### config.mk
export PLATFORM = sky130hd
export DESIGN_NAME = pfsb_fault_status_bank
export DESIGN_NICKNAME = d
export VERILOG_FILES = /design/src/hdl/pfsb_w1c_byte.v /design/src/hdl/pfsb_fault_status_bank.v
export VERILOG_INCLUDE_DIRS = /design/src /design/src/hdl
export SDC_FILE = /design/constraint.sdc
export NUM_CORES = 1
export LEC_CHECK = 0
export ABC_AREA = 1
export CAP_MARGIN = 0
export CORE_MARGIN = 3
export CORE_UTILIZATION = 50
export DETAILED_ROUTE_END_ITERATION = 7
export DONT_BUFFER_PORTS = 1
export HOLD_SLACK_MARGIN = 0.12
export PLACE_DENSITY = 0.76
export SYNTH_ARGS = -nofsm -noshare
export SYNTH_HDL_FRONTEND = slang
export SYNTH_SLANG_ARGS = --single-unit
### constraint.sdc
create_clock -name clock_in -period 1.2 [get_ports clock_in]
set_input_delay 0.06 -clock clock_in [delete_from_list [all_inputs] [get_ports clock_in]]
set_output_delay 0.06 -clock clock_in [all_outputs]
set_load 0.02 [all_outputs]
### src/hdl/pfsb_consts.vh
// pfsb_consts.vh: command codes, bit positions and mask defaults for the
// fault/status register bank. assumes inclusion by bare name from hdl/.
`ifndef PFSB_CONSTS_VH
`define PFSB_CONSTS_VH
// command codes used on the internal register port
`define PFSB_CMD_VOUT 8'h7a
`define PFSB_CMD_IOUT 8'h7b
`define PFSB_CMD_INPUT 8'h7c
`define PFSB_CMD_TEMP 8'h7d
`define PFSB_CMD_CML 8'h7e
`define PFSB_CMD_VEND 8'h80
`define PFSB_CMD_PINS 8'he5
`define PFSB_CMD_COMMON 8'hef
// supported bit masks per status byte
`define PFSB_SUP_VOUT 8'hfe
`define PFSB_SUP_IOUT 8'ha0
`define PFSB_SUP_INPUT 8'ha2
`define PFSB_SUP_TEMP 8'hd0
`define PFSB_SUP_CML 8'hfb
`define PFSB_SUP_VEND 8'hfd
// live, unlatched input bit and fault-log bit positions
`define PFSB_BIT_INPUT_OFF 3
`define PFSB_BIT_VEND_LOG 3
// alert mask and status byte reset values
`define PFSB_MASK_RST_STD 8'h00
`define PFSB_MASK_RST_VEND 8'h11
`define PFSB_STATUS_RST 8'h00
`endif

### src/hdl/pfsb_w1c_byte.v
// pfsb_w1c_byte.v: one latched status byte with write-one-to-clear.
// assumes event inputs are synchronous to clock_in.
`default_nettype none
module pfsb_w1c_byte #(
  parameter [7:0] SUPPORTED = 8'hff,
  parameter [7:0] STICKY_ONLY = 8'h00
) (
  input wire clock_in,
  input wire srst_in,
  input wire [7:0] event_in,
  input wire [7:0] w1c_in,
  input wire clear_all_in,
  input wire [7:0] special_clr_in,
  output reg [7:0] latched_out
);
  reg [7:0] latched_next;
  // clears first, then events re-set, so an event in the clear cycle wins
  always @* begin
    latched_next = latched_out;
    if (clear_all_in) begin
      latched_next = 8'h00;
    end
    latched_next = latched_next & ~(w1c_in & ~STICKY_ONLY);
    latched_next = latched_next & ~special_clr_in;
    latched_next = (latched_next | event_in) & SUPPORTED;
  end
  always @(posedge clock_in) begin
    if (srst_in) begin
      latched_out <= 8'h00;
    end else begin
      latched_out <= latched_next;
    end
  end
endmodule
`default_nettype wire

### src/hdl/pfsb_fault_status_bank.v
// pfsb_fault_status_bank.v: latched fault/status bytes, pin and common
// readback, alert masking and alert generation for a dual-output controller.
// assumes the serial engine delivers one-cycle write/read/command strobes
// synchronous to clock_in; condition inputs come from asynchronous logic.
//
// Notes on behaviour
// RULE_01 - vout byte: ov/uv faults, warnings, ton, toff
// RULE_02 - iout byte: oc fault bit7, warning bit5
// RULE_03 - input byte: bits 7,5,3,1 supported
// RULE_04 - input bit3 live, never raises alert
// RULE_05 - temperature byte kept per page
// RULE_06 - cml byte: bits 7..3,1,0; bit2 zero
// RULE_07 - host stops on persistent memory/processor fault
// RULE_08 - writing one clears that bit only
// RULE_09 - supported fault bits raise alert
// RULE_10 - vendor byte bits 7..2 and 0
// RULE_11 - any vendor bit sets summary bit
// RULE_12 - fault log bit cleared by command only
// RULE_13 - pin word carries supply, adc, pins
// RULE_14 - pin word read-only, bits 13:12 zero
// RULE_15 - common byte flags, bit2 reserved
// RULE_16 - common byte read-only, writes ignored
// RULE_17 - clear-all clears everything but the vendor log bit, live faults re-set
// RULE_18 - status word vendor summary bit
// RULE_19 - per-register alert mask gates alert only
// RULE_20 - latched bits hold; unsupported bits read zero
// RULE_21 - alert held while unmasked bit set
`default_nettype none
`include "pfsb_consts.vh"
module pfsb_fault_status_bank (
  input wire clock_in,
  input wire srst_in,
  input wire [7:0] cmd_code_in,
  input wire page_in,
  input wire write_strobe_in,
  input wire read_strobe_in,
  input wire [7:0] write_data_in,
  input wire mask_write_in,
  input wire clear_faults_in,
  input wire fault_history_erase_cmd_in,
  input wire [7:0] vout_event0_in,
  input wire [7:0] vout_event1_in,
  input wire [7:0] iout_event0_in,
  input wire [7:0] iout_event1_in,
  input wire [7:0] input_event_in,
  input wire [7:0] temp_event0_in,
  input wire [7:0] temp_event1_in,
  input wire [7:0] cml_event_in,
  input wire [7:0] vend_event_in,
  input wire [15:0] pin_state_in,
  input wire [7:0] common_flags_in,
  output reg [15:0] read_data_out,
  output reg read_valid_out,
  output reg alert_n_out,
  output reg vendor_summary_out
);
  ////////////////////////////////////////////////////////////////////////
  // input synchronisers for asynchronous conditions
  reg [127:0] cond_meta_reg; // first stage, read by second stage only
  reg [127:0] cond_sync_reg; // second stage, safe for logic
  wire [127:0] cond_raw;
  assign cond_raw = {vout_event0_in, vout_event1_in, iout_event0_in, iout_event1_in,
    input_event_in, temp_event0_in, temp_event1_in, cml_event_in, vend_event_in,
    pin_state_in, common_flags_in, 32'h0000_0000};
  // two-flop crossing; a condition shorter than a cycle may be missed
  always @(posedge clock_in) begin
    if (srst_in) begin
      cond_meta_reg <= 128'h0;
      cond_sync_reg <= 128'h0;
    end else begin
      cond_meta_reg <= cond_raw;
      cond_sync_reg <= cond_meta_reg;
    end
  end
  wire [7:0] s_vout0 = cond_sync_reg[127:120];
  wire [7:0] s_vout1 = cond_sync_reg[119:112];
  wire [7:0] s_iout0 = cond_sync_reg[111:104];
  wire [7:0] s_iout1 = cond_sync_reg[103:96];
  wire [7:0] s_input = cond_sync_reg[95:88];
  wire [7:0] s_temp0 = cond_sync_reg[87:80];
  wire [7:0] s_temp1 = cond_sync_reg[79:72];
  wire [7:0] s_cml = cond_sync_reg[71:64];
  wire [7:0] s_vend = cond_sync_reg[63:56];
  wire [15:0] s_pins = cond_sync_reg[55:40];
  wire [7:0] s_common = cond_sync_reg[39:32];

  ////////////////////////////////////////////////////////////////////////
  // write decode: one w1c vector per status byte, paged where needed
  wire wr = write_strobe_in & ~mask_write_in;
  wire [7:0] wd = write_data_in;
  // RULE_08 write-one-to-clear strobes
  wire [7:0] w1c_vout0 = (wr && cmd_code_in == `PFSB_CMD_VOUT && !page_in) ? wd : 8'h00;
  wire [7:0] w1c_vout1 = (wr && cmd_code_in == `PFSB_CMD_VOUT && page_in) ? wd : 8'h00;
  wire [7:0] w1c_iout0 = (wr && cmd_code_in == `PFSB_CMD_IOUT && !page_in) ? wd : 8'h00;
  wire [7:0] w1c_iout1 = (wr && cmd_code_in == `PFSB_CMD_IOUT && page_in) ? wd : 8'h00;
  wire [7:0] w1c_input = (wr && cmd_code_in == `PFSB_CMD_INPUT) ? wd : 8'h00;
  wire [7:0] w1c_temp0 = (wr && cmd_code_in == `PFSB_CMD_TEMP && !page_in) ? wd : 8'h00;
  wire [7:0] w1c_temp1 = (wr && cmd_code_in == `PFSB_CMD_TEMP && page_in) ? wd : 8'h00;
  wire [7:0] w1c_cml = (wr && cmd_code_in == `PFSB_CMD_CML) ? wd : 8'h00;
  wire [7:0] w1c_vend = (wr && cmd_code_in == `PFSB_CMD_VEND) ? wd : 8'h00;
  // fault log bit only responds to its own erase command
  wire [7:0] log_clr = fault_history_erase_cmd_in ? (8'h01 << `PFSB_BIT_VEND_LOG) : 8'h00;
  localparam [7:0] LOG_BIT = 8'h01 << `PFSB_BIT_VEND_LOG;
  localparam [7:0] INPUT_OFF_BIT = 8'h01 << `PFSB_BIT_INPUT_OFF;

  ////////////////////////////////////////////////////////////////////////
  // latched status bytes
  wire [7:0] st_vout0, st_vout1, st_iout0, st_iout1, st_input;
  wire [7:0] st_temp0, st_temp1, st_cml, st_vend;
  // RULE_01 vout byte latches
  pfsb_w1c_byte #(.SUPPORTED(`PFSB_SUP_VOUT), .STICKY_ONLY(8'h00)) u_vout0 (
    .clock_in(clock_in), .srst_in(srst_in), .event_in(s_vout0), .w1c_in(w1c_vout0),
    .clear_all_in(clear_faults_in), .special_clr_in(8'h00), .latched_out(st_vout0));
  pfsb_w1c_byte #(.SUPPORTED(`PFSB_SUP_VOUT), .STICKY_ONLY(8'h00)) u_vout1 (
    .clock_in(clock_in), .srst_in(srst_in), .event_in(s_vout1), .w1c_in(w1c_vout1),
    .clear_all_in(clear_faults_in), .special_clr_in(8'h00), .latched_out(st_vout1));
  // RULE_02 iout byte latches
  pfsb_w1c_byte #(.SUPPORTED(`PFSB_SUP_IOUT), .STICKY_ONLY(8'h00)) u_iout0 (
    .clock_in(clock_in), .srst_in(srst_in), .event_in(s_iout0), .w1c_in(w1c_iout0),
    .clear_all_in(clear_faults_in), .special_clr_in(8'h00), .latched_out(st_iout0));
  pfsb_w1c_byte #(.SUPPORTED(`PFSB_SUP_IOUT), .STICKY_ONLY(8'h00)) u_iout1 (
    .clock_in(clock_in), .srst_in(srst_in), .event_in(s_iout1), .w1c_in(w1c_iout1),
    .clear_all_in(clear_faults_in), .special_clr_in(8'h00), .latched_out(st_iout1));
  // RULE_03 input byte; bit 3 excluded here and merged live below
  pfsb_w1c_byte #(.SUPPORTED(`PFSB_SUP_INPUT & ~INPUT_OFF_BIT), .STICKY_ONLY(8'h00)) u_input (
    .clock_in(clock_in), .srst_in(srst_in), .event_in(s_input), .w1c_in(w1c_input),
    .clear_all_in(clear_faults_in), .special_clr_in(8'h00), .latched_out(st_input));
  // RULE_05 one temperature byte per page
  pfsb_w1c_byte #(.SUPPORTED(`PFSB_SUP_TEMP), .STICKY_ONLY(8'h00)) u_temp0 (
    .clock_in(clock_in), .srst_in(srst_in), .event_in(s_temp0), .w1c_in(w1c_temp0),
    .clear_all_in(clear_faults_in), .special_clr_in(8'h00), .latched_out(st_temp0));
  pfsb_w1c_byte #(.SUPPORTED(`PFSB_SUP_TEMP), .STICKY_ONLY(8'h00)) u_temp1 (
    .clock_in(clock_in), .srst_in(srst_in), .event_in(s_temp1), .w1c_in(w1c_temp1),
    .clear_all_in(clear_faults_in), .special_clr_in(8'h00), .latched_out(st_temp1));
  // RULE_06 cml byte, bit 2 unsupported
  pfsb_w1c_byte #(.SUPPORTED(`PFSB_SUP_CML), .STICKY_ONLY(8'h00)) u_cml (
    .clock_in(clock_in), .srst_in(srst_in), .event_in(s_cml), .w1c_in(w1c_cml),
    .clear_all_in(clear_faults_in), .special_clr_in(8'h00), .latched_out(st_cml));
  // RULE_10 RULE_12 vendor byte, log bit immune to w1c and clear-all
  pfsb_w1c_byte #(.SUPPORTED(`PFSB_SUP_VEND), .STICKY_ONLY(LOG_BIT)) u_vend (
    .clock_in(clock_in), .srst_in(srst_in), .event_in(s_vend), .w1c_in(w1c_vend),
    .clear_all_in(1'b0), .special_clr_in(log_clr | (clear_faults_in ? ~LOG_BIT : 8'h00)),
    .latched_out(st_vend));
  // RULE_04 live input bit, not latched
  wire [7:0] input_view = st_input | (s_input & INPUT_OFF_BIT);

  ////////////////////////////////////////////////////////////////////////
  // alert masks, written as command code plus mask byte
  reg [7:0] mask_vout_reg, mask_iout_reg, mask_input_reg;
  reg [7:0] mask_temp_reg, mask_cml_reg, mask_vend_reg;
  // RULE_19 mask registers; pin and common words are not maskable
  always @(posedge clock_in) begin
    if (srst_in) begin
      mask_vout_reg <= `PFSB_MASK_RST_STD;
      mask_iout_reg <= `PFSB_MASK_RST_STD;
      mask_input_reg <= `PFSB_MASK_RST_STD;
      mask_temp_reg <= `PFSB_MASK_RST_STD;
      mask_cml_reg <= `PFSB_MASK_RST_STD;
      mask_vend_reg <= `PFSB_MASK_RST_VEND;
    end else if (write_strobe_in && mask_write_in) begin
      case (cmd_code_in)
        `PFSB_CMD_VOUT: mask_vout_reg <= wd;
        `PFSB_CMD_IOUT: mask_iout_reg <= wd;
        `PFSB_CMD_INPUT: mask_input_reg <= wd;
        `PFSB_CMD_TEMP: mask_temp_reg <= wd;
        `PFSB_CMD_CML: mask_cml_reg <= wd;
        `PFSB_CMD_VEND: mask_vend_reg <= wd;
        default: mask_vout_reg <= mask_vout_reg; // unmaskable: ignored
      endcase
    end
  end

  ////////////////////////////////////////////////////////////////////////
  // alert: level from unmasked latched bits, live input bit excluded
  // RULE_09 RULE_21 alert combine
  wire alert_any = |(st_vout0 & ~mask_vout_reg) | |(st_vout1 & ~mask_vout_reg) |
    |(st_iout0 & ~mask_iout_reg) | |(st_iout1 & ~mask_iout_reg) |
    |(st_input & ~mask_input_reg) |
    |(st_temp0 & ~mask_temp_reg) | |(st_temp1 & ~mask_temp_reg) |
    |(st_cml & ~mask_cml_reg) | |(st_vend & ~mask_vend_reg);
  // RULE_17 clear-all releases alert for a cycle; live faults re-latch
  always @(posedge clock_in) begin
    if (srst_in) begin
      alert_n_out <= 1'b1;
      vendor_summary_out <= 1'b0;
    end else begin
      alert_n_out <= clear_faults_in ? 1'b1 : ~alert_any;
      // RULE_11 RULE_18 vendor summary bit
      vendor_summary_out <= |st_vend;
    end
  end

  ////////////////////////////////////////////////////////////////////////
  // read mux; register answer one cycle after the read strobe
  reg [15:0] rd_next;
  // RULE_13 RULE_14 RULE_15 RULE_16 RULE_20 read views
  always @* begin
    case (cmd_code_in)
      `PFSB_CMD_VOUT: rd_next = {8'h00, page_in ? st_vout1 : st_vout0};
      `PFSB_CMD_IOUT: rd_next = {8'h00, page_in ? st_iout1 : st_iout0};
      `PFSB_CMD_INPUT: rd_next = {8'h00, input_view};
      `PFSB_CMD_TEMP: rd_next = {8'h00, page_in ? st_temp1 : st_temp0};
      `PFSB_CMD_CML: rd_next = {8'h00, st_cml};
      `PFSB_CMD_VEND: rd_next = {8'h00, st_vend};
      `PFSB_CMD_PINS: rd_next = s_pins & 16'hcfff;
      `PFSB_CMD_COMMON: rd_next = {8'h00, s_common[7:3], 1'b0, s_common[1:0]};
      default: rd_next = 16'h0000;
    endcase
  end
  always @(posedge clock_in) begin
    if (srst_in) begin
      read_data_out <= 16'h0000;
      read_valid_out <= 1'b0;
    end else begin
      read_valid_out <= read_strobe_in;
      if (read_strobe_in) begin
        read_data_out <= rd_next;
      end
    end
  end
endmodule
`default_nettype wire

# After elaboration in Yosys (flattened, before gate mapping)

Index checks and enable logic that the tools add are counted.

Bits in registers: 395
Bits of input ports: 120
Output and inout bits: 19
Word-level logic and storage cells: 150

Equality and inequality tests: 8
Mux-type cells: 23
Bitwise operators: 57
Reductions and logical operators: 31

Operators by type and width:

| operator                                       | count |
|---|---|
| two-way mux 8 bit                              | 21 |
| AND 8 bit                                      | 19 |
| NOT 8 bit                                      | 16 |
| one-hot mux 16 bit (8 select lines)            | 1 |
| OR reduction 8 bit                             | 10 |
| OR 8 bit                                       | 9 |
| == test 8 x 7 -> 1 bit (second input constant) | 5 |
| == test 8 bit (second input constant)          | 3 |
| logical AND 1 bit                              | 13 |
| AND reduction 2 bit                            | 6 |
| OR 1 bit                                       | 8 |
| OR 4 x 8 -> 8 bit                              | 1 |
| OR 8 x 4 -> 8 bit                              | 1 |
| two-way mux 4 bit                              | 1 |
| NOT 1 bit                                      | 2 |
| OR reduction 2 bit                             | 1 |
| AND 1 bit                                      | 1 |
| logical NOT 1 bit                              | 1 |

# Logic depth before layout (Yosys ltp)

Gate-level depths: netlist of run 1.

Depth after elaboration: 12
Gate-level depth with buffers: 11
Depth with buffers taken out: 11

# Cells and area by module

From an unflattened synthesis of run 1, not the netlist that was laid out.

Cells, all modules: 1638
Area, all modules: 11511.0 um^2

By module, submodules not included:

| module                      | times used | cells each | area an instance (um^2) | seq. area each (um^2) |
|---|---|---|---|---|
| pfsb_fault_status_bank      | 1          | 1313       | 9449.1                  | 5024.8 |
| pfsb_w1c_byte (u_cml ...)   | 3          | 51         | 317.8                   | 140.1 |
| pfsb_w1c_byte (u_input ...) | 3          | 27         | 172.7                   | 60.1 |
| pfsb_w1c_byte (u_vend)      | 1          | 49         | 317.8                   | 140.1 |
| pfsb_w1c_byte (u_iout0 ...) | 2          | 21         | 136.4                   | 40.0 |

# Least setup slack after synthesis of run 1

OpenSTA, ideal clock, no wires.

Path kind: input -> register
Start point: in cmd_code_in[7]
End point: reg u_temp0.latched_out[7]
Setup time: 114 ps
Arrival time: 864 ps
Required time: 1086 ps
Slack: 222 ps
Stages on the path: 9
Path buffers: 1
Path through: inv_1 -> nand2_1 -> nor2_4 -> buf_6 -> nand2_2 -> nor3_2 -> nand2_1 -> nand3_1 -> nand2_1

Longest elaborated chain between the ends: 7

RTL lines:

| element                     | line                        | text |
|---|---|---|
| from (decl)                 | pfsb_fault_status_bank.v:33 | `input wire [7:0] cmd_code_in,` |
| == test 8 x 7 -> 1 bit      | -                           |  |
| logical AND 1 bit (no line) | -                           |  |
| logical AND 1 bit           | pfsb_fault_status_bank.v:97 | `` wire [7:0] w1c_temp0 = (wr && cmd_code_in == `PFSB_CMD_TEMP && !page_in) ? wd : 8'h00; `` |
| two-way mux 8 bit           | pfsb_fault_status_bank.v:97 |  |
| NOT 8 bit                   | pfsb_w1c_byte.v:23          | `latched_next = latched_next & ~(w1c_in & ~STICKY_ONLY);` |
| AND 8 bit                   | pfsb_w1c_byte.v:23          |  |
| OR 8 bit                    | pfsb_w1c_byte.v:25          | `latched_next = (latched_next \| event_in) & SUPPORTED;` |
| to (signal assigned)        | pfsb_w1c_byte.v:31          | `latched_out <= latched_next;` |
| to (decl)                   | pfsb_w1c_byte.v:14          | `output reg [7:0] latched_out` |

No other way between the ends.
A chain may end at the register's enable or synchronous reset.

# Worst setup path in the final report of run 1

Start point: in cmd_code_in[7]
End point: reg mask_iout_reg[5]

Longest elaborated chain between the ends: 2

RTL lines:

| element                       | line                         | text |
|---|---|---|
| == test 8 x 7 -> 1 bit        | pfsb_fault_status_bank.v:161 | `case (cmd_code_in)` |
| AND reduction 2 bit (no line) | -                            |  |
| to (signal assigned)          | pfsb_fault_status_bank.v:155 | `` mask_iout_reg <= `PFSB_MASK_RST_STD; `` |
| to (signal assigned)          | pfsb_fault_status_bank.v:163 | `` `PFSB_CMD_IOUT: mask_iout_reg <= wd; `` |
| to (decl)                     | pfsb_fault_status_bank.v:149 | `reg [7:0] mask_vout_reg, mask_iout_reg, mask_input_reg;` |

No other way between the ends.

==> summary.md, run 1 <==
| Metric | Value |
|---|---|
| Die height | 131 µm |
| Max VDD drop | 1420 µV |
| Reg-to-reg endpoint | read_data_out[15]$_SDFFE_PP0P_ |
| Fin crit share | 0.992 |
| Final Power | 0.0153 W |
| Worst Hold Path Cells | 4 |
| Clk_lat worst skew | 0.50 ns |
| H-tree depth | 1 |
| Relative slew slack | 0.528 |
| Min-delay src | page_in |
| Initial antenna violation count | 0 |
| Layout area overhead | 36.8% |
| Reg-to-Reg Start | cond_sync_reg[55]$_SDFF_PP0_ |
| Gr usage total | 0.275 |
| Fraction of registers with async set/reset | 0 |
| CTS max path bufs | 3 |
| Reg clk slew, reported paths | 0.06 ns |
| Clock Sinks | 213 |
| Top cell type's share of synthesized area | 0.543 |
| Largest family of logic cells by synthesized area | simple AND/OR/NAND/NOR gates |
| Die width | 131 µm |
| ANT cells | 0 |
| CP endpoint kind | flip-flop |
| Final #Nets | 1349 |
| Synth Area in XOR/XNOR | 0 |
| Hold_ws | -0.206 ns |
| Crit path largest cell delay | 0.61 ns |
| CP Data Required Time | 1.58 ns |
| Crit path kind | input port to flip-flop |
| F_max | 0.840 GHz |
| DR WL/cell | 16.4 µm |
| Critical path's slowest cell | dlygate4sd3_1 |
| First-pass detailed-route iteration total | 5 |
| Hold Path End | u_temp0.latched_out[7]$_SDFF_PP0_ |
| Vias | 7368 |
| Register bit total from synthesis | 213 |
| Clk root buf | clkbuf_16 |
| Seq/Total Area, Yosys | 0.543 |
| Total CTS buffers | 22 |
| Top cells by count, synth | nand2_1 (237), dfxtp_1 (213), inv_1 (181) |
| Synth Area in Simple Gates | 0.282 |
| Main area contributors after synthesis | dfxtp_1 (54%), nand2_1 (11%), inv_1 (8.7%) |
| CP Max Fanout | 13 |
| Reg2reg path depth | 3 |
| Synth Area in Compound Gates | 0.0612 |
| Top-Level Pins | 139 |
| First-pass GRT wire length | 38400 µm |
| Max-cap viol count | 0 |
| Final antenna-violating net count | 0 |
| Syn avg cell area | 7.50 µm² |
| Failing checks | hold timing |
| CP Launch Type | input port |
| CP Cell Sequence | inv_1 -> nand2_1 -> nor2_4 -> buf_12 -> and2_2 -> nand2_1 -> dlygate4sd3_1 -> o21ai_1 -> a21oi_1 |
| Data arrival, critical path | 1.57 ns |
| Number of core rows | 45 |
| Area leader, netlist | dfxtp_1 |
| Top_reg_cell synth | dfxtp_1 |
| Initial Util | 0.514 |
| IO Port Bufs | 0 |
| Distinct cells, synth | 35 |
| GPL Wtd Cong | 0.963 |
| Die area | 0.0172 mm² |
| Most common cell in the synthesized netlist | nand2_1 |
| Met1 GRT Util | 0.343 |
| Final HPWL from detailed placement | 12500 µm |
| TritonCTS clock tree | done |
| Area of the core | 0.0153 mm² |
| Synth Instances | 1047 |
| Met2 GRT Util | 0.478 |
| Lkg Pwr | 5.08 nW |
| Synth Area in Adders | 0 |
| DRC Markers | 0 |
| Total congestion overflow | 0 |
| Top cell by count, worst path | nand2_1 |
| Hold Crit Class | input port to flip-flop |
| Count of pins over their slew limit | 0 |
| YS warnings | 0 |
| Grt peak-use layer | met2 |
| Synth Cell Area | 0.00785 mm² |
| Fraction of layout cells with a size suffix above 1 | 0.0925 |
| PD cells | 1430 mW/mm² |
| Final Hold Fails | 13 |
| Iteration-0 DRC count of the detailed router | 689 |
| Fraction of synthesized area in multiplexers | 0 |
| Via-per-instance ratio | 5.07 |
| Largest net degree at the start of global routing | 97 |
| Number of synthesized flops with an enable pin | 0 |
| Worst-margin pin slew | 0.705 ns |
| GRT met3 Usage | 0.0479 |
| # setup viols final | 0 |
| Worst R2R Setup Slack | 0.03 ns |
| Number of global-route vias before repair | 7427 |
| Status | finished with violations |
| Minimum clock period | 1.19 ns |
| Total routed wirelength | 23900 µm |
| Final Skew | 0.0179 ns |
worst max-delay path: cells and delay by family:
kind            cells  cell delay (ns)
buf+inv             3             0.79
simple gates        4             0.52
compound gates      2             0.19
how the worst max path moves through the flow:
stage	from	to
floorplan	cmd_code_in[7]	u_temp0.latched_out[7]$_SDFF_PP0_
global placement	cmd_code_in[7]	u_vout0.latched_out[1]$_SDFF_PP0_
detailed placement	cmd_code_in[1]	read_data_out[4]$_SDFFE_PP0P_
CTS	cmd_code_in[2]	read_data_out[4]$_SDFFE_PP0P_
global route	cmd_code_in[7]	mask_iout_reg[5]$_SDFFE_PP0P_
finish	cmd_code_in[7]	mask_iout_reg[5]$_SDFFE_PP0P_
final cells by class:
class / count / area, µm²
tap: 211 / 264
fill: 1097 / 4520
clock buffer: 28 / 624
inverter: 185 / 694
multi-input combinational: 606 / 2770
clock inverter: 10 / 91.3
sequential: 213 / 4270
timing repair buffer: 201 / 2030
placed cells by master, fill, tap and decap left out, types with 20 or more instances in the layout:
master and instances:
nand2_1 236, clkbuf_16 24, a21oi_1 37, dfxtp_1 210, inv_1 180, buf_4 28, o21ai_0 20, nor2_1 157
dlygate4sd3_1 165, nand3_1 87
power breakdown:
| part | switching [W] | leakage, nW | total, W | internal, W |
|---|---|---|---|---|
| combinational | 0.000575 | 2.98 | 0.00112 | 0.000547 |
| clock | 0.00280 | 0.355 | 0.00672 | 0.00391 |
| sequential | 0.000145 | 1.75 | 0.00748 | 0.00733 |
layer usage:
metal  wire length [µm]  vias up
met3               2110       67
met5                  0        -
met1               9290     3401
met2              11700      378
li1                   -     3522
met4                787        0
metrics by stage:
stage | std cells | setup slack, ns | util | setup TNS [ns] | area, µm²
after global routing | 1454 | -0.0630 | 0.704 | -0.0667 | 10700
after CTS | 1452 | 0.00892 | 0.697 | 0 | 10600
after global placement | 1243 | 0.0460 | 0.536 | 0 | 8170
after detailed placement | 1243 | 0.0167 | 0.536 | 0 | 8170
after floorplan | 1048 | 0.222 | - | 0 | 7850
final | 1454 | 0.00946 | 0.704 | 0 | 10700
repair_timing:
action | 4_1_cts | 5_1_grt
setup endpoints to repair | 0 | 60
endpoints found under the hold margin | 213 | 22
gates resized for setup | 0 | 27
hold buffers | 171 | 5
buffers inserted | 0 | 3
logic make-up after synthesis:
| logic type | after synthesis |
|---|---|
| flops | 213 |
| compound gates | 86 |
| simple gates | 518 |
| other cells | 1 |
| buf+inv | 229 |
No activity file was read; power rests on OpenSTA's default activity.
==> run 2: changes to the inputs <==
- ABC_AREA: 1 -> default
==> run 2 against run 1 <==
  * The flow finishes with violations (hold timing, setup timing)
  * Sequential power about the same
  * Highest routed layer unchanged
  * Fmax down 14%
  * Non-clock buffer count down 5
  * Critical path type is now flip-flop to flip-flop
  * Largest cell class unchanged
==> summary.md, run 2 <==
| Metric | Value |
|---|---|
| Status | finished with violations (unchanged) |
| Failing checks | hold timing, setup timing (was hold timing) |
| Layout area overhead | 38.0% (was 36.8%) |
| Crit path kind | flip-flop to flip-flop (was input port to flip-flop) |
| Total CTS buffers | 22 (unchanged) |
| Clk_lat worst skew | 0.50 ns (about the same) |
| CTS max path bufs | 3 (unchanged) |
| Power share of the combinational group | 0.063 (was 0.073) |
| Area leader, netlist | dfxtp_1 (unchanged) |
| TritonCTS clock tree | done (unchanged) |
| PD cells | 1520 mW/mm² (was 1430 mW/mm²) |
| Fraction of layout cells with a size suffix above 1 | 0.162 (was 0.0925) |
| WP buf/inv | 2 (was 3) |
| Minimum clock period | 1.39 ns (was 1.19 ns) |
| Hold Crit Class | input port to flip-flop (unchanged) |
| Total routed wirelength | 21700 µm (was 23900 µm) |
| First-pass GRT wire length | 33400 µm (was 38400 µm) |
| Number of global-route vias before repair | 6227 (was 7427) |
| Net Sw Frac | 0.213 (was 0.230) |
| Synth Area in Adders | 0 (unchanged) |
| Clock Sinks | 213 (unchanged) |
| Die height | 128 µm (was 131 µm) |
| Top_reg_cell synth | dfxtp_1 (unchanged) |
| Synth Instances | 760 (was 1047) |
| Count of pins over their slew limit | 0 (unchanged) |
| Fin crit share | 1.15 (was 0.992) |
| Top cell by count, worst path | buf_4 (was nand2_1) |
| Via-per-instance ratio | 5.50 (was 5.07) |
| ANT cells | 0 (unchanged) |
| Register bit total from synthesis | 213 (unchanged) |
| First-pass detailed-route iteration total | 5 (unchanged) |
| Reg2reg path depth | 6 (was 3) |
| Gr usage total | 0.261 (was 0.275) |
| Worst R2R Setup Slack | -0.19 ns (was 0.03 ns) |
| Iteration-0 DRC count of the detailed router | 559 (was 689) |
| Pre-CTS WS | -0.315 ns (was 0.0167 ns) |
| Number of synthesized flops with an enable pin | 0 (unchanged) |
| Data arrival, critical path | 1.83 ns (was 1.57 ns) |
| Reg clk slew, reported paths | 0.07 ns (was 0.06 ns) |
| CP Cell Sequence | buf_4 -> nor2_1 -> o22ai_1 -> nor4_2 -> buf_4 -> a311o_1 (was inv_1 -> nand2_1 -> nor2_4 -> buf_12 -> and2_2 -> nand2_1 -> dlygate4sd3_1 -> o21ai_1 -> a21oi_1) |
| Final #Nets | 1049 (was 1349) |
| Critical path's slowest cell | dfxtp_1 (was dlygate4sd3_1) |
| P_sw | 0.00333 W (was 0.00352 W) |
| Seq pwr share | 0.476 (was 0.488) |
| F_max | 0.722 GHz (was 0.840 GHz) |
| CP Launch Type | flip-flop (was input port) |
| Max-cap viol count | 0 (unchanged) |
| Number of core rows | 44 (was 45) |
| Vias | 6204 (was 7368) |
| Clk pwr share | 0.461 (was 0.439) |
| Largest family of logic cells by synthesized area | simple AND/OR/NAND/NOR gates (unchanged) |
| Clk root buf | clkbuf_16 (unchanged) |
| YS warnings | 0 (unchanged) |
| Die area | 0.0164 mm² (was 0.0172 mm²) |
| Post-layout util | 0.705 (was 0.704) |
| GPL Wtd Cong | 1.03 (was 0.963) |
| Largest net degree at the start of global routing | 209 (was 97) |
| Top cell type's share of synthesized area | 0.572 (was 0.543) |
| Max VDD drop | 1770 µV (was 1420 µV) |
| Fraction of registers with async set/reset | 0 (unchanged) |
| Final antenna-violating net count | 0 (unchanged) |
| Total congestion overflow | 0 (unchanged) |
| Final Skew | 0.00821 ns (was 0.0179 ns) |
| Synth Area in Compound Gates | 0.0973 (was 0.0612) |
| Worst-margin pin slew | 0.534 ns (was 0.705 ns) |
| CP Max Fanout | 2 (was 13) |
| Crit path largest cell delay | 0.34 ns (was 0.61 ns) |
| Final setup margin | -0.185 ns (was 0.00946 ns) |
| Die width | 128 µm (was 131 µm) |
| Hold buffers post-CTS | 129 (was 171) |
| Top-Level Pins | 139 (unchanged) |
| Initial antenna violation count | 0 (unchanged) |
| Initial Util | 0.511 (was 0.514) |
| Relative slew slack | 0.644 (was 0.528) |
| RSZ-0062 raised after global routing | true |
| Most frequent cells in the layout | dfxtp_1 (204), nor2b_1 (132), dlygate4sd3_1 (128) (was nand2_1 (236), dfxtp_1 (210), inv_1 (180)) |
| Synth Area in Simple Gates | 0.241 (was 0.282) |
| Top cells by count, synth | dfxtp_1 (213), nor2b_1 (135), nor2_1 (89) (was nand2_1 (237), dfxtp_1 (213), inv_1 (181)) |
| Worst path depth | 6 (was 9) |
| CP endpoint kind | flip-flop (unchanged) |
| Lkg Pwr | 4.31 nW (was 5.08 nW) |
| Syn avg cell area | 9.81 µm² (was 7.50 µm²) |
| Cell area after layout | 0.0103 mm² (was 0.0107 mm²) |
| CP Data Required Time | 1.64 ns (was 1.58 ns) |
| Crit path max-delay family | simple AND/OR/NAND/NOR gates (was buffers and inverters) |
| Worst Hold Path Cells | 1 (was 4) |
| Main area contributors after synthesis | dfxtp_1 (57%), nor2b_1 (11%), nor2_1 (4.5%) (was dfxtp_1 (54%), nand2_1 (11%), inv_1 (8.7%)) |
| Distinct cells, synth | 52 (was 35) |
| H-tree depth | 1 (unchanged) |
| Synth Area in XOR/XNOR | 0 (unchanged) |
| Final Hold Fails | 86 (was 13) |
| Fill cells | 950 (was 1097) |
| DR WL/cell | 19.2 µm (was 16.4 µm) |
| Postcts setup bufs | 0 (unchanged) |
| Fraction of synthesized area in multiplexers | 0.0488 (was 0) |
| Hold_ws | -0.343 ns (was -0.206 ns) |
| DRC Markers | 0 (unchanged) |
| # setup viols final | 2 (was 0) |
| Commonest non-fill, non-tap cell in the layout | dfxtp_1 (was nand2_1) |
| Seq/Total Area, Yosys | 0.572 (was 0.543) |
| Area of the core | 0.0146 mm² (was 0.0153 mm²) |
| Final setup TNS | -0.281 ns (was 0 ns) |
| P_int | 0.0123 W (was 0.0118 W) |
| Most common cell in the synthesized netlist | dfxtp_1 (was nand2_1) |
| IO Port Bufs | 0 (unchanged) |
| Final HPWL from detailed placement | 13300 µm (was 12500 µm) |
| Dpl cell area | 0.00810 mm² (was 0.00817 mm²) |
| Synth Cell Area | 0.00746 mm² (was 0.00785 mm²) |
-- run 2: layout make-up --
| class | count | area, µm² | share of cell area |
|---|---|---|---|
| Sequential cell | 213 | 4280 | 0.416 |
| Multi-Input combinational cell | 474 | 3070 | 0.298 |
| Timing Repair Buffer | 196 | 1850 | 0.179 |
| Clock buffer | 26 | 586 | 0.0569 |
| Tap cell | 184 | 230 | 0.0224 |
| Clock inverter | 14 | 198 | 0.0192 |
| Inverter | 22 | 82.6 | 0.00803 |
-- run 2: power groups by stage --
| stage | Sequential (W) | Combinational (W) | Clock [W] |
|---|---|---|---|
| floorplan | 0.00756 | 0.000550 | 0 |
| CTS | 0.00744 | 0.000938 | 0.00727 |
| finish | 0.00746 | 0.000981 | 0.00723 |
| detailed placement | 0.00759 | 0.000642 | 0 |
| global route | 0.00747 | 0.00106 | 0.00760 |
| global placement | 0.00759 | 0.000628 | 0 |
-- run 2: metal layers --
metal	vias up	wire length [µm]	part of all wire	GRT usage
li1	2908	-	-	-
met1	2983	9030	0.42	0.343
met2	269	10600	0.49	0.442
met3	44	1470	0.068	0.0425
met4	0	599	0.028	0.0780
met5	-	0	0	0
-- run 2: cell families after synthesis --
logic type,Yosys count
AO/OA/AOI/OAI,109
multiplexers,36
flip-flops,213
other,1
AND/OR/NAND/NOR,327
buffers and inverters,74
-- run 2: timing repair --
action | in CTS | in global routing
hold endpoints to repair | 213 | 86
pin swaps | 8 | 11
setup endpoints to repair | 8 | 9
resized for setup | 12 | 31
-- run 2: worst paths after layout --
kind                                          start                          endpoint
hold reg to reg        cond_sync_reg[58]$_SDFF_PP0_  u_vend.latched_out[2]$_SDFF_PP0_
hold / removal                              srst_in  u_vend.latched_out[0]$_SDFF_PP0_
setup / recovery  u_vout1.latched_out[1]$_SDFF_PP0_            alert_n_out$_SDFF_PP1_
setup reg to reg  u_vout1.latched_out[1]$_SDFF_PP0_            alert_n_out$_SDFF_PP1_
-- run 2: per-stage QoR --
| step | cells | total power (W) |
|---|---|---|
| detailed placement | 963 | 0.00824 |
| CTS | 1130 | 0.0157 |
| floorplan | 761 | 0.00811 |
| global route | 1129 | 0.0161 |
| finish | 1129 | 0.0157 |
| global placement | 963 | 0.00821 |
==> run 3: changes to the inputs <==
- clock period: 1.2 -> 1.4 ns (I/O delays scaled with it)
==> run 3 against run 2 <==
  * First-iteration DRC count rose by 18%
  * Die area did not move
  * Register-to-register slack improved by 0.14 ns
  * Critical path depth fell by 1
  * Largest cell class unchanged
  * Core utilization rose by 2.1 points
  * Critical path type unchanged
  * Count of clock-buffer cells in the layout rose by 1
  * The run ends with setup timing left
  * Via count rose by 5.4%
  * Fmax fell by 3.9%
==> summary.md, run 3 (same netlist as run 2, synthesis figures left out) <==
| Metric | Value |
|---|---|
| GRT met3 Usage | 0.0642 (was 0.0425) |
| H-tree depth | 1 (unchanged) |
| Total congestion overflow | 0 (unchanged) |
| First-pass detailed-route iteration total | 6 (was 5) |
| # setup viols final | 2 (unchanged) |
| RSZ-0062 raised after global routing | true (unchanged) |
| Number of core rows | 44 (unchanged) |
| Crit path launch | cond_sync_reg[37]$_SDFF_PP0_ (was u_vout1.latched_out[1]$_SDFF_PP0_) |
| Number of global-route vias before repair | 6690 (was 6227) |
| Hold Crit Class | input port to flip-flop (unchanged) |
| Final #Nets | 1085 (was 1049) |
| Final Skew | 0.0108 ns (was 0.00821 ns) |
| Lkg Pwr | 4.49 nW (was 4.31 nW) |
| Max-cap viol count | 0 (unchanged) |
| Gr usage total | 0.279 (was 0.261) |
| Largest net degree at the start of global routing | 141 (was 209) |
| Grt peak-use layer | met2 (unchanged) |
| Reg-to-Reg Start | cond_sync_reg[37]$_SDFF_PP0_ (was u_vout1.latched_out[1]$_SDFF_PP0_) |
| Minimum clock period | 1.44 ns (was 1.39 ns) |
| CP endpoint kind | flip-flop (unchanged) |
| Status | finished with violations (unchanged) |
| TritonCTS clock tree | done (unchanged) |
| Fraction of layout cells with a size suffix above 1 | 0.145 (was 0.162) |
| ANT cells | 0 (unchanged) |
| Via-per-instance ratio | 5.61 (was 5.50) |
| GPL Wtd Cong | 0.976 (was 1.03) |
| Final setup margin | -0.0417 ns (was -0.185 ns) |
| Critical path's slowest cell | a2111o_1 (was dfxtp_1) |
| Met1 GRT Util | 0.332 (was 0.343) |
| Iteration-0 DRC count of the detailed router | 662 (was 559) |
| Clock Sinks | 213 (unchanged) |
| Crit path largest cell delay | 0.34 ns (about the same) |
| Initial antenna violation count | 1 (was 0) |
| Worst R2R Setup Slack | -0.04 ns (was -0.19 ns) |
| Pre-CTS WS | -0.149 ns (was -0.315 ns) |
| Layout area overhead | 42.0% (was 38.0%) |
| Top-Level Pins | 139 (unchanged) |
| Total CTS buffers | 22 (unchanged) |
| Die width | 128 µm (unchanged) |
| CP Data Required Time | 1.78 ns (was 1.64 ns) |
| Worst Hold Path Cells | 5 (was 1) |
| Clk_lat worst skew | 0.50 ns (about the same) |
| Hold Path End | u_vend.latched_out[2]$_SDFF_PP0_ (was u_vend.latched_out[0]$_SDFF_PP0_) |
| Relative slew slack | 0.627 (was 0.644) |
| Crit path kind | flip-flop to flip-flop (unchanged) |
| Commonest non-fill, non-tap cell in the layout | dfxtp_1 (unchanged) |
| DR WL/cell | 20.3 µm (was 19.2 µm) |
| CP Cell Sequence | and3_4 -> o2111a_1 -> a2111o_1 -> a31oi_1 -> nor3_1 (was buf_4 -> nor2_1 -> o22ai_1 -> nor4_2 -> buf_4 -> a311o_1) |
| Final antenna-violating net count | 0 (unchanged) |
| CTS max path bufs | 3 (unchanged) |
| Max VDD drop | 1230 µV (was 1770 µV) |
| Most frequent cells in the layout | dfxtp_1 (205), dlygate4sd3_1 (174), nor2b_1 (133) (was dfxtp_1 (204), nor2b_1 (132), dlygate4sd3_1 (128)) |
| PD cells | 1260 mW/mm² (was 1520 mW/mm²) |
| Reg2reg path depth | 5 (was 6) |
| CP Launch Type | flip-flop (unchanged) |
| Failing checks | setup timing (was hold timing, setup timing) |
| F_max | 0.694 GHz (was 0.722 GHz) |
| Vias | 6538 (was 6204) |
| Reg clk slew, reported paths | 0.07 ns (about the same) |
| Fill cells | 948 (was 950) |
| Final HPWL from detailed placement | 13100 µm (was 13300 µm) |
| IO Port Bufs | 0 (unchanged) |
| Min-delay src | mask_write_in (was srst_in) |
| Clk root buf | clkbuf_16 (unchanged) |
| Reg-to-reg endpoint | read_data_out[5]$_SDFFE_PP0P_ (was alert_n_out$_SDFF_PP1_) |
| Die area | 0.0164 mm² (unchanged) |
| DRC Markers | 0 (unchanged) |
| Fin crit share | 1.03 (was 1.15) |
| First-pass GRT wire length | 35400 µm (was 33400 µm) |
| Met2 GRT Util | 0.474 (was 0.442) |
| Die height | 128 µm (unchanged) |
| Post-layout util | 0.726 (was 0.705) |
| Final Hold Fails | 0 (was 86) |
| Worst-margin pin slew | 0.559 ns (was 0.534 ns) |
| CP Max Fanout | 1 (was 2) |
| Area of the core | 0.0146 mm² (unchanged) |
| Initial Util | 0.511 (unchanged) |
| Total routed wirelength | 23700 µm (was 21700 µm) |
| Data arrival, critical path | 1.82 ns (was 1.83 ns) |
| Count of pins over their slew limit | 0 (unchanged) |
-- run 3: cell count changes in the layout (fill, tap and decap cells not counted), sizes merged --
cell          change
inv               -1
dlygate4sd3      +46
buf              -13
clkinvlp          -4
clkbuf            +2
clkinv            +6
bufinv            -2
dlymetal6s4s      +2
-- run 3: where the power goes --
group,total [W],switching [W],internal (W)
logic,0.000959,0.000414,0.000545
clock network,0.00599,0.00244,0.00355
registers,0.00640,0.000114,0.00628
-- run 3: worst max-delay path by stage --
stage | endpoint | slack, ns | cells after the start
after floorplan | mask_vout_reg[1]$_SDFFE_PP0P_ | 0.002 | 6
after global placement | alert_n_out$_SDFF_PP1_ | -0.15 | 5
after detailed placement | alert_n_out$_SDFF_PP1_ | -0.15 | 5
after CTS | alert_n_out$_SDFF_PP1_ | -0.05 | 5
after global routing | alert_n_out$_SDFF_PP1_ | -0.06 | 5
final | read_data_out[5]$_SDFFE_PP0P_ | -0.04 | 5
-- run 3: cell type report --
cell class	count	area [µm²]	area share
clock buffer	27	621	0.0586
clock inverter	13	134	0.0126
inverter	22	82.6	0.00780
multi-input combinational	474	3010	0.284
sequential	213	4270	0.404
tap	184	230	0.0217
timing repair buffer	232	2240	0.211
-- run 3: metal layers --
layer / vias up / part of all wire
li1: 2982 / -
met1: 3126 / 0.39
met2: 326 / 0.48
met3: 102 / 0.080
met4: 2 / 0.052
met5: - / 0.00063
-- run 3: timing repair --
item,CTS,global route
cloned,0,1
hold endpoints to repair,213,11
setup buffers,0,2
gates resized for setup,11,38
hold buffers,174,5
endpoints found under the setup margin,4,31
pin swaps,3,6
-- run 3: per-stage QoR --
step	setup TNS [ns]	power (W)	hold WS (ns)	instance area [µm²]	std cells
floorplan	0	0.00693	0.176	7460	761
global placement	-0.703	0.00697	0.156	7870	944
detailed placement	-0.819	0.00699	0.156	7870	944
CTS	-0.221	0.0132	-0.0130	10400	1158
global route	-0.233	0.0137	0.131	10600	1165
finish	-0.0829	0.0133	0.0742	10600	1165
-- run 3: critical path: cells and delay by family, from the launching register on --
family / cells / cell delay [ns]
AOI/OAI and AO/OA: 3 / 0.77
DFF: 1 / 0.33
and+or+nand+nor: 2 / 0.23
